`config.mk`:
```
export PLATFORM = sky130hd
export DESIGN_NAME = ivc_regs
export DESIGN_NICKNAME = d
export VERILOG_FILES = /design/src/hw/ivc_pkg.sv /design/src/hw/ivc_line_if.sv /design/src/hw/ivc_glitch_filter.sv /design/src/hw/ivc_regs.sv
export VERILOG_INCLUDE_DIRS = /design/src /design/src/hw
export SDC_FILE = /design/constraint.sdc
export NUM_CORES = 1
export LEC_CHECK = 0
export ABC_AREA = 1
export CAP_MARGIN = 20
export CELL_PAD_IN_SITES_DETAIL_PLACEMENT = 1
export CELL_PAD_IN_SITES_GLOBAL_PLACEMENT = 1
export CORE_MARGIN = 4
export CORE_UTILIZATION = 49
export DETAILED_ROUTE_END_ITERATION = 12
export DONT_BUFFER_PORTS = 1
export GPL_ROUTABILITY_DRIVEN = 1
export PLACE_DENSITY_LB_ADDON = 0.1
export SYNTH_ARGS = -nofsm -noshare
export SYNTH_HDL_FRONTEND = slang
export SYNTH_HIERARCHICAL = 1
export SYNTH_SLANG_ARGS = --single-unit
```
`constraint.sdc`:
```
create_clock -name mclk_i -period 4.4 [get_ports mclk_i]
set_input_delay 0.88 -clock mclk_i [delete_from_list [all_inputs] [get_ports mclk_i]]
set_output_delay 0.88 -clock mclk_i [all_outputs]
set_load 0.02 [all_outputs]
```
`src/hw/ivc_defs.svh`:
```
// Constants for the regulator control register block
`ifndef IVC_DEFS_SVH
`define IVC_DEFS_SVH
`define IVC_REG_LEVEL     1'h0
`define IVC_REG_CTRL      1'h1
`define IVC_CODE_RST      7'h32
`define IVC_PAR_RST       1'h0
`define IVC_CTL_RST       8'h09
`define IVC_CTL_INT_BIT   7
`define IVC_CTL_MASK_BIT  4
`define IVC_CTL_PWM_BIT   3
`define IVC_CTL_LATCH_BIT 0
`define IVC_BYTE_BITS     4'h8
`define IVC_SPIKE_NS      32
`define IVC_CLK_NS        5
`define IVC_FILT_CYC      ((`IVC_SPIKE_NS / `IVC_CLK_NS) + 2)
`endif

```
`src/hw/ivc_pkg.sv`:
```
// Types shared by the regulator control register block
`include "ivc_defs.svh"
package ivc_pkg;
    typedef enum logic [2:0] {
        ST_IDLE = 3'b000,
        ST_ADDR = 3'b001,
        ST_PTR  = 3'b010,
        ST_WDAT = 3'b011,
        ST_ACK  = 3'b100,
        ST_RDAT = 3'b101,
        ST_SKIP = 3'b110
    } ivc_state_t;

    typedef struct packed {
        logic [1:0]      s1;
        logic [1:0]      s2;
        logic [1:0]      f;
        logic [1:0][3:0] cnt;
    } ivc_filt_t;

    typedef struct packed {
        ivc_state_t st;
        ivc_state_t after;
        logic       scl_p;
        logic       sda_p;
        logic [3:0] cnt;
        logic [7:0] sh;
        logic       ptr;
        logic       pin_s1;
        logic       pin_s2;
        logic [6:0] code;
        logic       par;
        logic       ctl_int;
        logic       ctl_mask;
        logic       ctl_pwm;
        logic       ctl_latch;
        logic       sda_oe;
        logic       sda_lvl;
        logic       upd;
        logic       hold;
    } ivc_regs_t;

    // Parity bit must equal the XNOR of the seven low bits
    function automatic logic ivc_par_ok(input logic [7:0] b);
        return b[7] == ~(^b[6:0]);
    endfunction
endpackage

```
`src/hw/ivc_line_if.sv`:
```
// Filtered bus lines passed from the input filter to the protocol logic
interface ivc_line_if;
    logic scl;
    logic sda;
    modport src (output scl, output sda);
    modport dst (input scl, input sda);
endinterface

```
`src/hw/ivc_glitch_filter.sv`:
```
// Synchroniser and spike filter for the two bus lines
`include "ivc_defs.svh"
module ivc_glitch_filter #(
    parameter int FILT_CYC = `IVC_FILT_CYC
) (
    input  wire logic   mclk_i,
    input  wire logic   srst_i,
    input  wire logic   scl_i,
    input  wire logic   sda_i,
    ivc_line_if.src     line
);
    import ivc_pkg::*;

    ivc_filt_t q;
    ivc_filt_t d;

    if (FILT_CYC < 2 || FILT_CYC > 15) begin : g_chk
        $error("FILT_CYC out of range");
    end

    always_comb begin
        d = q;
        d.s1 = {scl_i, sda_i};
        d.s2 = q.s1;
        // A change must persist longer than the widest spike before it passes
        for (int i = 0; i < 2; i++) begin
            if (q.s2[i] == q.f[i]) begin
                d.cnt[i] = 4'h0;
            end else if (q.cnt[i] == 4'(FILT_CYC - 1)) begin
                d.f[i] = q.s2[i];
                d.cnt[i] = 4'h0;
            end else begin
                d.cnt[i] = q.cnt[i] + 4'h1;
            end
        end
    end

    always_ff @(posedge mclk_i) begin
        if (srst_i) begin
            q <= '{s1: 2'h3, s2: 2'h3, f: 2'h3, cnt: '0};
        end else begin
            q <= d;
        end
    end

    assign line.scl = q.f[1];
    assign line.sda = q.f[0];
endmodule

```
`src/hw/ivc_regs.sv`:
```
// Two-wire slave holding the output level setpoint and control register
`include "ivc_defs.svh"
// Contract
// Level register at 00: code 6:0, parity 7
// Code resets to 0110010
// Control bit 7 selects internal setpoint
// Writing 0 there returns to external control
// Control bit 4 suspends protection on change
// Control bit 3 picks PWM, default 1
// Control bit 0 picks latch-off, default 1
// Master sends parity as XNOR of code
// Bad parity: no acknowledge, nothing stored
// Master retries an unacknowledged write
// Level read returns stored parity bit
// Spikes up to 32 ns are ignored
// Matching address acknowledged on ninth pulse
// Mismatch: no acknowledge, wait for START
// Bit after address gives the direction
// Read shifts eight bits, then awaits STOP
// Write carries register pointer then data
// Unused control bits read zero
module ivc_regs #(
    parameter logic [5:0] DEV_ADDR_HI = 6'h15, // Arbitrary bus address
    parameter int         FILT_CYC    = `IVC_FILT_CYC
) (
    input  wire logic       mclk_i,
    input  wire logic       srst_i,
    input  wire logic       scl_i,
    input  wire logic       sda_i,
    output logic            sda_o,
    output logic            sda_oe_o,
    input  wire logic       address_select_pin_i,
    output logic [6:0]      output_level_code_o,
    output logic            internal_mode_o,
    output logic            protect_mask_on_change_o,
    output logic            light_load_pwm_select_o,
    output logic            latch_off_mode_o,
    output logic            setpoint_update_o,
    output logic            protect_hold_o
);
    import ivc_pkg::*;

    // Reset word as a vector, so single bits can be picked from it
    localparam logic [7:0] CTL_RST = `IVC_CTL_RST;

    ivc_regs_t q;
    ivc_regs_t d;
    ivc_line_if line ();

    ivc_glitch_filter #(.FILT_CYC(FILT_CYC)) u_filt (
        .mclk_i (mclk_i),
        .srst_i (srst_i),
        .scl_i  (scl_i),
        .sda_i  (sda_i),
        .line   (line)
    );

    logic       scl_rise;
    logic       scl_fall;
    logic       start_c;
    logic       stop_c;
    logic       addr_hit;
    logic [7:0] rd_word;

    assign scl_rise = line.scl & ~q.scl_p;
    assign scl_fall = ~line.scl & q.scl_p;
    assign start_c  = line.scl & q.scl_p & q.sda_p & ~line.sda;
    assign stop_c   = line.scl & q.scl_p & ~q.sda_p & line.sda;
    assign addr_hit = q.sh[7:1] == {DEV_ADDR_HI, q.pin_s2};

    always_comb begin
        if (q.ptr == `IVC_REG_LEVEL) begin
            rd_word = {q.par, q.code};
        end else begin
            rd_word = {q.ctl_int, 2'h0, q.ctl_mask, q.ctl_pwm, 2'h0,
                       q.ctl_latch};
        end
    end

    always_comb begin
        d = q;
        d.upd = 1'b0;
        d.hold = 1'b0;
        d.scl_p = line.scl;
        d.sda_p = line.sda;
        d.pin_s1 = address_select_pin_i;
        d.pin_s2 = q.pin_s1;
        if (start_c) begin
            d.st = ST_ADDR;
            d.cnt = 4'h0;
            d.sda_oe = 1'b0;
        end else if (stop_c) begin
            d.st = ST_IDLE;
            d.sda_oe = 1'b0;
        end else if (scl_rise) begin
            if (q.st == ST_ADDR || q.st == ST_PTR || q.st == ST_WDAT) begin
                d.sh = {q.sh[6:0], line.sda};
                d.cnt = q.cnt + 4'h1;
            end else if (q.st == ST_RDAT) begin
                d.cnt = q.cnt + 4'h1;
            end
        end else if (scl_fall) begin
            case (q.st)
                ST_ADDR: begin
                    if (q.cnt == `IVC_BYTE_BITS) begin
                        if (addr_hit) begin
                            d.sda_oe = 1'b1;
                            d.st = ST_ACK;
                            // Direction bit picks read or pointer phase
                            d.after = q.sh[0] ? ST_RDAT : ST_PTR;
                        end else begin
                            d.st = ST_SKIP;
                        end
                    end
                end
                ST_PTR: begin
                    if (q.cnt == `IVC_BYTE_BITS) begin
                        if (q.sh[7:1] == 7'h00) begin
                            d.ptr = q.sh[0];
                            d.sda_oe = 1'b1;
                            d.st = ST_ACK;
                            d.after = ST_WDAT;
                        end else begin
                            d.st = ST_SKIP;
                        end
                    end
                end
                ST_WDAT: begin
                    if (q.cnt == `IVC_BYTE_BITS) begin
                        // Corrupted bytes are dropped so the master retries
                        if (ivc_par_ok(q.sh)) begin
                            d.sda_oe = 1'b1;
                            d.st = ST_ACK;
                            d.after = ST_SKIP;
                            if (q.ptr == `IVC_REG_LEVEL) begin
                                d.code = q.sh[6:0];
                                d.par = q.sh[7];
                                d.upd = 1'b1;
                                d.hold = q.ctl_mask;
                            end else begin
                                d.ctl_int = q.sh[`IVC_CTL_INT_BIT];
                                d.ctl_mask = q.sh[`IVC_CTL_MASK_BIT];
                                d.ctl_pwm = q.sh[`IVC_CTL_PWM_BIT];
                                d.ctl_latch = q.sh[`IVC_CTL_LATCH_BIT];
                            end
                        end else begin
                            d.st = ST_SKIP;
                        end
                    end
                end
                ST_ACK: begin
                    d.cnt = 4'h0;
                    d.st = q.after;
                    if (q.after == ST_RDAT) begin
                        d.sh = rd_word;
                        d.sda_oe = ~rd_word[7];
                    end else begin
                        d.sda_oe = 1'b0;
                    end
                end
                ST_RDAT: begin
                    // Master acknowledge is not checked; only a STOP or a repeated START ends it
                    if (q.cnt == `IVC_BYTE_BITS) begin
                        d.sda_oe = 1'b0;
                        d.st = ST_SKIP;
                    end else begin
                        d.sh = {q.sh[6:0], 1'b0};
                        d.sda_oe = ~q.sh[6];
                    end
                end
                default: begin
                    d.sda_oe = 1'b0;
                end
            endcase
        end
    end

    always_ff @(posedge mclk_i) begin
        if (srst_i) begin
            q <= '{st: ST_IDLE, after: ST_IDLE, scl_p: 1'b1, sda_p: 1'b1,
                   cnt: 4'h0, sh: 8'h00, ptr: `IVC_REG_LEVEL,
                   pin_s1: 1'b0, pin_s2: 1'b0,
                   code: `IVC_CODE_RST, par: `IVC_PAR_RST,
                   ctl_int: CTL_RST[`IVC_CTL_INT_BIT],
                   ctl_mask: CTL_RST[`IVC_CTL_MASK_BIT],
                   ctl_pwm: CTL_RST[`IVC_CTL_PWM_BIT],
                   ctl_latch: CTL_RST[`IVC_CTL_LATCH_BIT],
                   sda_oe: 1'b0, sda_lvl: 1'b0, upd: 1'b0, hold: 1'b0};
        end else begin
            q <= d;
        end
    end

    assign sda_o                    = q.sda_lvl;
    assign sda_oe_o                 = q.sda_oe;
    assign output_level_code_o      = q.code;
    assign internal_mode_o          = q.ctl_int;
    assign protect_mask_on_change_o = q.ctl_mask;
    assign light_load_pwm_select_o  = q.ctl_pwm;
    assign latch_off_mode_o         = q.ctl_latch;
    assign setpoint_update_o        = q.upd;
    assign protect_hold_o           = q.hold;

    logic byte_end;
    assign byte_end = scl_fall && !start_c && !stop_c
                      && q.cnt == `IVC_BYTE_BITS;
endmodule

```
# Word level (Yosys, flattened, before mapping)
# Cells that the tools add are included.
[classes] addsub=3 eq_ne=29 muxes=40 bitwise_logic=24 n_reduce_logical=28
[op_table] op="$mux W8" count=4
[op_table] op="$reduce_and A7 Y1" count=4
[op_table] op="$reduce_and A8 Y1" count=3
[op_table] op="$mux W4" count=5
[op_table] op="$mux W6" count=3
[op_table] op="$not A1 Y1" count=17
[op_table] op="$ne A4 B3 Y1 const B" count=4
[op_table] op="$pmux W8 S2" count=1
[op_table] op="$mux W3" count=5
[op_table] op="$pmux W3 S5" count=1
[op_table] op="$ne A2 B1 Y1 const B" count=7
[op_table] op="$mux W1" count=13
[op_table] op="$mux W13" count=1
[op_table] op="$add A4 B1 Y4 const B" count=3
[op_table] op="$mux W12" count=1
[op_table] op="$reduce_and A11 Y1" count=1
[op_table] op="$eq A3 B3 Y1 const B" count=3
[op_table] op="$pmux W3 S3" count=1
[op_table] op="$reduce_bool A3 Y1" count=3
[op_table] op="$reduce_or A3 Y1" count=3
[op_table] op="$reduce_or A9 Y1" count=1
[op_table] op="$eq A4 B3 Y1 const B" count=2
[op_table] op="$mux W2" count=4
[op_table] op="$reduce_or A8 Y1" count=1
[op_table] op="19 further kinds" count=33
[word_totals] regBits=52 inputBits=5 output_inout_bits=15

# Logic depth before layout (Yosys ltp)
[depth] depth_word=10 depth_mapped=14 mapped_depth_nobuf=13

# Modules after synthesis
# Netlist, hierarchy kept.
[modules_own_cells] module="ivc_regs" n_inst=1 cells_per_inst=328 area_per_inst_um2=2199.6 seq_area_each_um2=760.7
[modules_own_cells] module="ivc_glitch_filter" n_inst=1 cells_per_inst=61 area_per_inst_um2=531.8 seq_area_each_um2=280.3

# Worst setup path after synthesis
# No wires, ideal clock.
[synth_timing] path_type="flip-flop to flip-flop" startpoint="register q[32] in the netlist's numbering" endpoint="register q (netlist bit output_level_code_o[1])" t_arrival_ns=1.590 required_time_ns=4.281 setup_slack_ns=2.691 stages_incl_launch_ff=10 synth_period_minus_slack_ns=1.709 cell_sequence="dfxtp_1 inv_1 ha_1 nor2_2 inv_2 nor3_4 nand3_4 buf_6 a21oi_1 o21ai_1"
[synth_via] elab_chain_len=5 word_cells_on_any_way=12
[synth_lines] item="from (decl)" line_no="ivc_regs.sv:46" text="ivc_regs_t q;"
[synth_lines] item="from (signal assigned)" line_no="ivc_regs.sv:180" text="q <= '{st: ST_IDLE, after: ST_IDLE, scl_p: 1'b1, sda_p: 1'b1,"
[synth_lines] item="$and A1 B1 Y1" line_no="ivc_regs.sv:67, ivc_regs.sv:68"
[synth_lines] item="$and A1 B1 Y1, on equally long branches (2 in series)" line_no="ivc_regs.sv:68, ivc_regs.sv:67"
[synth_lines] item="$not A1 Y1 (no source line)"
[synth_lines] item="$reduce_and A8 Y1 (no source line) (*)"
# Every way passes the cells marked *; elsewhere a longest branch is shown, timed or not.
# A chain may end at the register's enable or synchronous reset.

# Worst setup path after layout
[layout_timing] startpoint="register q[32] in the netlist's numbering" endpoint="register q (netlist bit internal_mode_o)"
# Same word-level chain as after synthesis.

==> impl_metrics.tcl <==
set metrics [dict create \
    leading_register_cell_type_out_of_synthesis "sky130_fd_sc_hd__dfxtp_1" \
    detail-route-antenna-nets 0 \
    synth_edf_count 0 \
    clk-insertion-delay-late_ps 300 \
    grt.overflow.total 0 \
    cts_made_buffers 5 \
    final_setup_violating_endpoints 0 \
    final-hold-violation-count 0 \
    synth-warning-count 6 \
    grt_max_degree 26 \
    drive_gt1_share_pct 11.0 \
    fin_skew_ps 3.46 \
    place.port_buffers 0 \
    num_io_pins 20 \
    number_of_antenna_violations_at_the_first_check_in_global_routing 0 \
    clockRootBuffer "sky130_fd_sc_hd__clkbuf_8" \
    synthesis.nets 402 \
    vdd.ir_drop.worst_mv 0.169 \
    cp-end-kind "flop" \
    clock_path_buffers 2 \
    arrival_time_at_the_worst_endpoint_ps 2200 \
    totalNegativeSetupSlack_ps 0 \
    run_status "completed" \
    post-route-drc-count 0 \
    starting_utilization_of_the_core_area_pct 51.8 \
    routed_wire_length_per_instance_um 14.5 \
    num_vias 2388 \
    max_cap_violations 0 \
    achievable-frequency_mhz 496 \
    die_area_um2 6830 \
    grt_first_pass_wirelength_mm 11.4 \
    dpl.hpwl_mm 5.23 \
    power-per-cell-area_nw_per_um2 269 \
    synth_seq_area_share_pct 38.1 \
    floorplan.die.height_um 82.7 \
    cp_data_required_time_ps 4580 \
    area_growth_syn_to_layout_pct 2.11 \
    num-nets-final 395 \
    diodes 0 \
    final.period_utilization_pct 45.8 \
    wirelength_routed_mm 6.58 \
    postSynthAreaPerCell_um2 7.02 \
    total_power_w 0.000749 \
    htreeDepth 2 \
    worst_slew_pin_slew_ps 714 \
    clock_sinks 52 \
    finalWeightedCongestion 0.865 \
    worstSetupStartpointType "flop" \
    util_after_layout_pct 52.9 \
    first_global_vias 2369 \
    worst-setup-path-type "flop to flop" \
    postCtsHoldBufs 0 \
    standard_cell_core_area_um2 5270 \
    ys_types 34 \
    hold_class "flop to flop" \
    groute.usage.overall_pct 21.9 \
    async_flop_share_pct 0 \
    worst_slew_margin_rel_pct 52.4 \
    firstDrtPassIters 4 \
    setup_repair_after_global_routing_missed_its_margin "false" \
    cts_tree "yes" \
    post_cts.repair.setup_buffers 0 \
    floorplan.die.width_um 82.7 \
    via_per_inst 5.28 \
    slew_viols_final 0 \
    total_leakage_power_nw 1.27 \
    netlist_instances 389 \
    post_cts_resized 0 \
    finish.instance_area_um2 2790 \
    place_inst 445 \
    min_period_ps 2020 \
    critical_path.max_fanout 7 \
    syn-cell-area_um2 2730 \
    fp-row-count 26 \
    final_cells 452 \
    ys_seq_elements 52 \
    clock_pin_slew_of_the_registers_on_the_worst_case_setup_and_hold_paths_ps 90 \
    drt_first_iter_violations 165 \
    detailed_place.area_um2 2710 \
]
-- per-layer routing --
metal  track usage (%)  routed length [um]  vias to the layer above
li1                  -                   -                     1218
met1              29.8                3200                     1128
met2              35.1                3010                       37
met3              3.90                 291                        5
met4              7.03                  73                        0
met5                 0                   0                        -
-- synthesized netlist by cell type (2+ instances only) --
cell type                  instances  area, um^2
sky130_fd_sc_hd__xnor2_1           4        35.0
sky130_fd_sc_hd__dfxtp_1          52        1040
sky130_fd_sc_hd__nor3_1            8        40.0
sky130_fd_sc_hd__nor2_1           42         158
sky130_fd_sc_hd__buf_4             9        67.6
sky130_fd_sc_hd__o21ai_1           5        25.0
sky130_fd_sc_hd__ha_1              8         100
sky130_fd_sc_hd__nand3_1          18        90.1
sky130_fd_sc_hd__nand3_2           3        30.0
sky130_fd_sc_hd__nand4_1           8        50.1
sky130_fd_sc_hd__nand2_2           4        25.0
sky130_fd_sc_hd__nor2_2            7        43.8
sky130_fd_sc_hd__nand2_1          90         338
sky130_fd_sc_hd__or2_2             5        31.3
sky130_fd_sc_hd__clkbuf_1          2        7.51
sky130_fd_sc_hd__a21oi_1          23         115
sky130_fd_sc_hd__buf_6             2        22.5
sky130_fd_sc_hd__inv_2             9        33.8
sky130_fd_sc_hd__o211ai_1          5        37.5
sky130_fd_sc_hd__inv_1            48         180
sky130_fd_sc_hd__o22ai_1           5        31.3
sky130_fd_sc_hd__o21ai_0          20         100
-- area by class of cell --
type | count | area, um^2
clock buffers | 5 | 68.8
clock inverters | 2 | 12.5
fillers | 730 | 2480
inverters | 57 | 214
multi-input cells | 266 | 1370
flip-flops and latches | 52 | 1040
well taps | 70 | 87.6
-- cells in the final DEF (no fill, tap or decap), types with 7 or more instances in the layout --
master                     n
sky130_fd_sc_hd__nor2_2    7
sky130_fd_sc_hd__inv_2     9
sky130_fd_sc_hd__o21ai_0  20
sky130_fd_sc_hd__nand2_1  90
sky130_fd_sc_hd__ha_1      8
sky130_fd_sc_hd__nand4_1   8
sky130_fd_sc_hd__nor2_1   42
sky130_fd_sc_hd__a21oi_1  23
sky130_fd_sc_hd__nor3_1    8
sky130_fd_sc_hd__inv_1    48
sky130_fd_sc_hd__nand3_1  18
sky130_fd_sc_hd__dfxtp_1  52
-- metrics by stage --
step           hold WS [ps]  setup slack, ps
6_report                423             2380
5_1_grt                 449             2140
2_1_floorplan           388             2690
4_1_cts                 423             2380
3_3_place_gp            400             2320
3_5_place_dp            400             2230
-- cells by family (layout without fill, tap and decap cells) --
group | Yosys count | after routing | synth area share (%)
and+or+nand+nor | 190 | 190 | 32.0
buffers and inverters | 71 | 64 | 11.9
AOI/OAI and AO/OA | 62 | 62 | 12.6
DFF | 52 | 52 | 38.1
adders and majority gates | 8 | 8 | 3.66
xor gates and xnor gates | 5 | 5 | 1.60
other | 1 | 1 | 0.137
-- registers in the layout, summed over array words and instances, names as in the netlist, 2 cells and up --
signal / count
output_level_code_o: 7
q: 23
u_filt/d: 2
u_filt/q: 10
-- power by group --
group          internal (W)  switching, W
combinational    0.00000423    0.00000954
sequential         0.000473    0.00000176
clock              0.000108      0.000152
-- worst max-delay path, stage by stage (launching register included) --
cell and delay (ps):
sky130_fd_sc_hd__dfxtp_1 390, sky130_fd_sc_hd__inv_1 60, sky130_fd_sc_hd__ha_1 300, sky130_fd_sc_hd__nor2_2 320, sky130_fd_sc_hd__inv_2 100, sky130_fd_sc_hd__nor3_4 220, sky130_fd_sc_hd__nand2_1 80, sky130_fd_sc_hd__nor3_1 300
sky130_fd_sc_hd__a21oi_1 110
-- path summary, 6_finish.rpt --
path | start | end | slack (ps) | depth (start not counted)
worst min register to register | d[16]$_SDFF_PP0_ | q[16]$_SDFF_PP0_ | 420 | 2
worst max-delay path | q[32]$_SDFF_PP1_ | internal_mode_o$_SDFFE_PP0P_ | 2380 | 8
worst min-delay path | d[16]$_SDFF_PP0_ | q[16]$_SDFF_PP0_ | 420 | 2
worst max register to register | q[32]$_SDFF_PP1_ | internal_mode_o$_SDFFE_PP0P_ | 2380 | 8
Note: power is estimated with default switching activity, not from simulation.
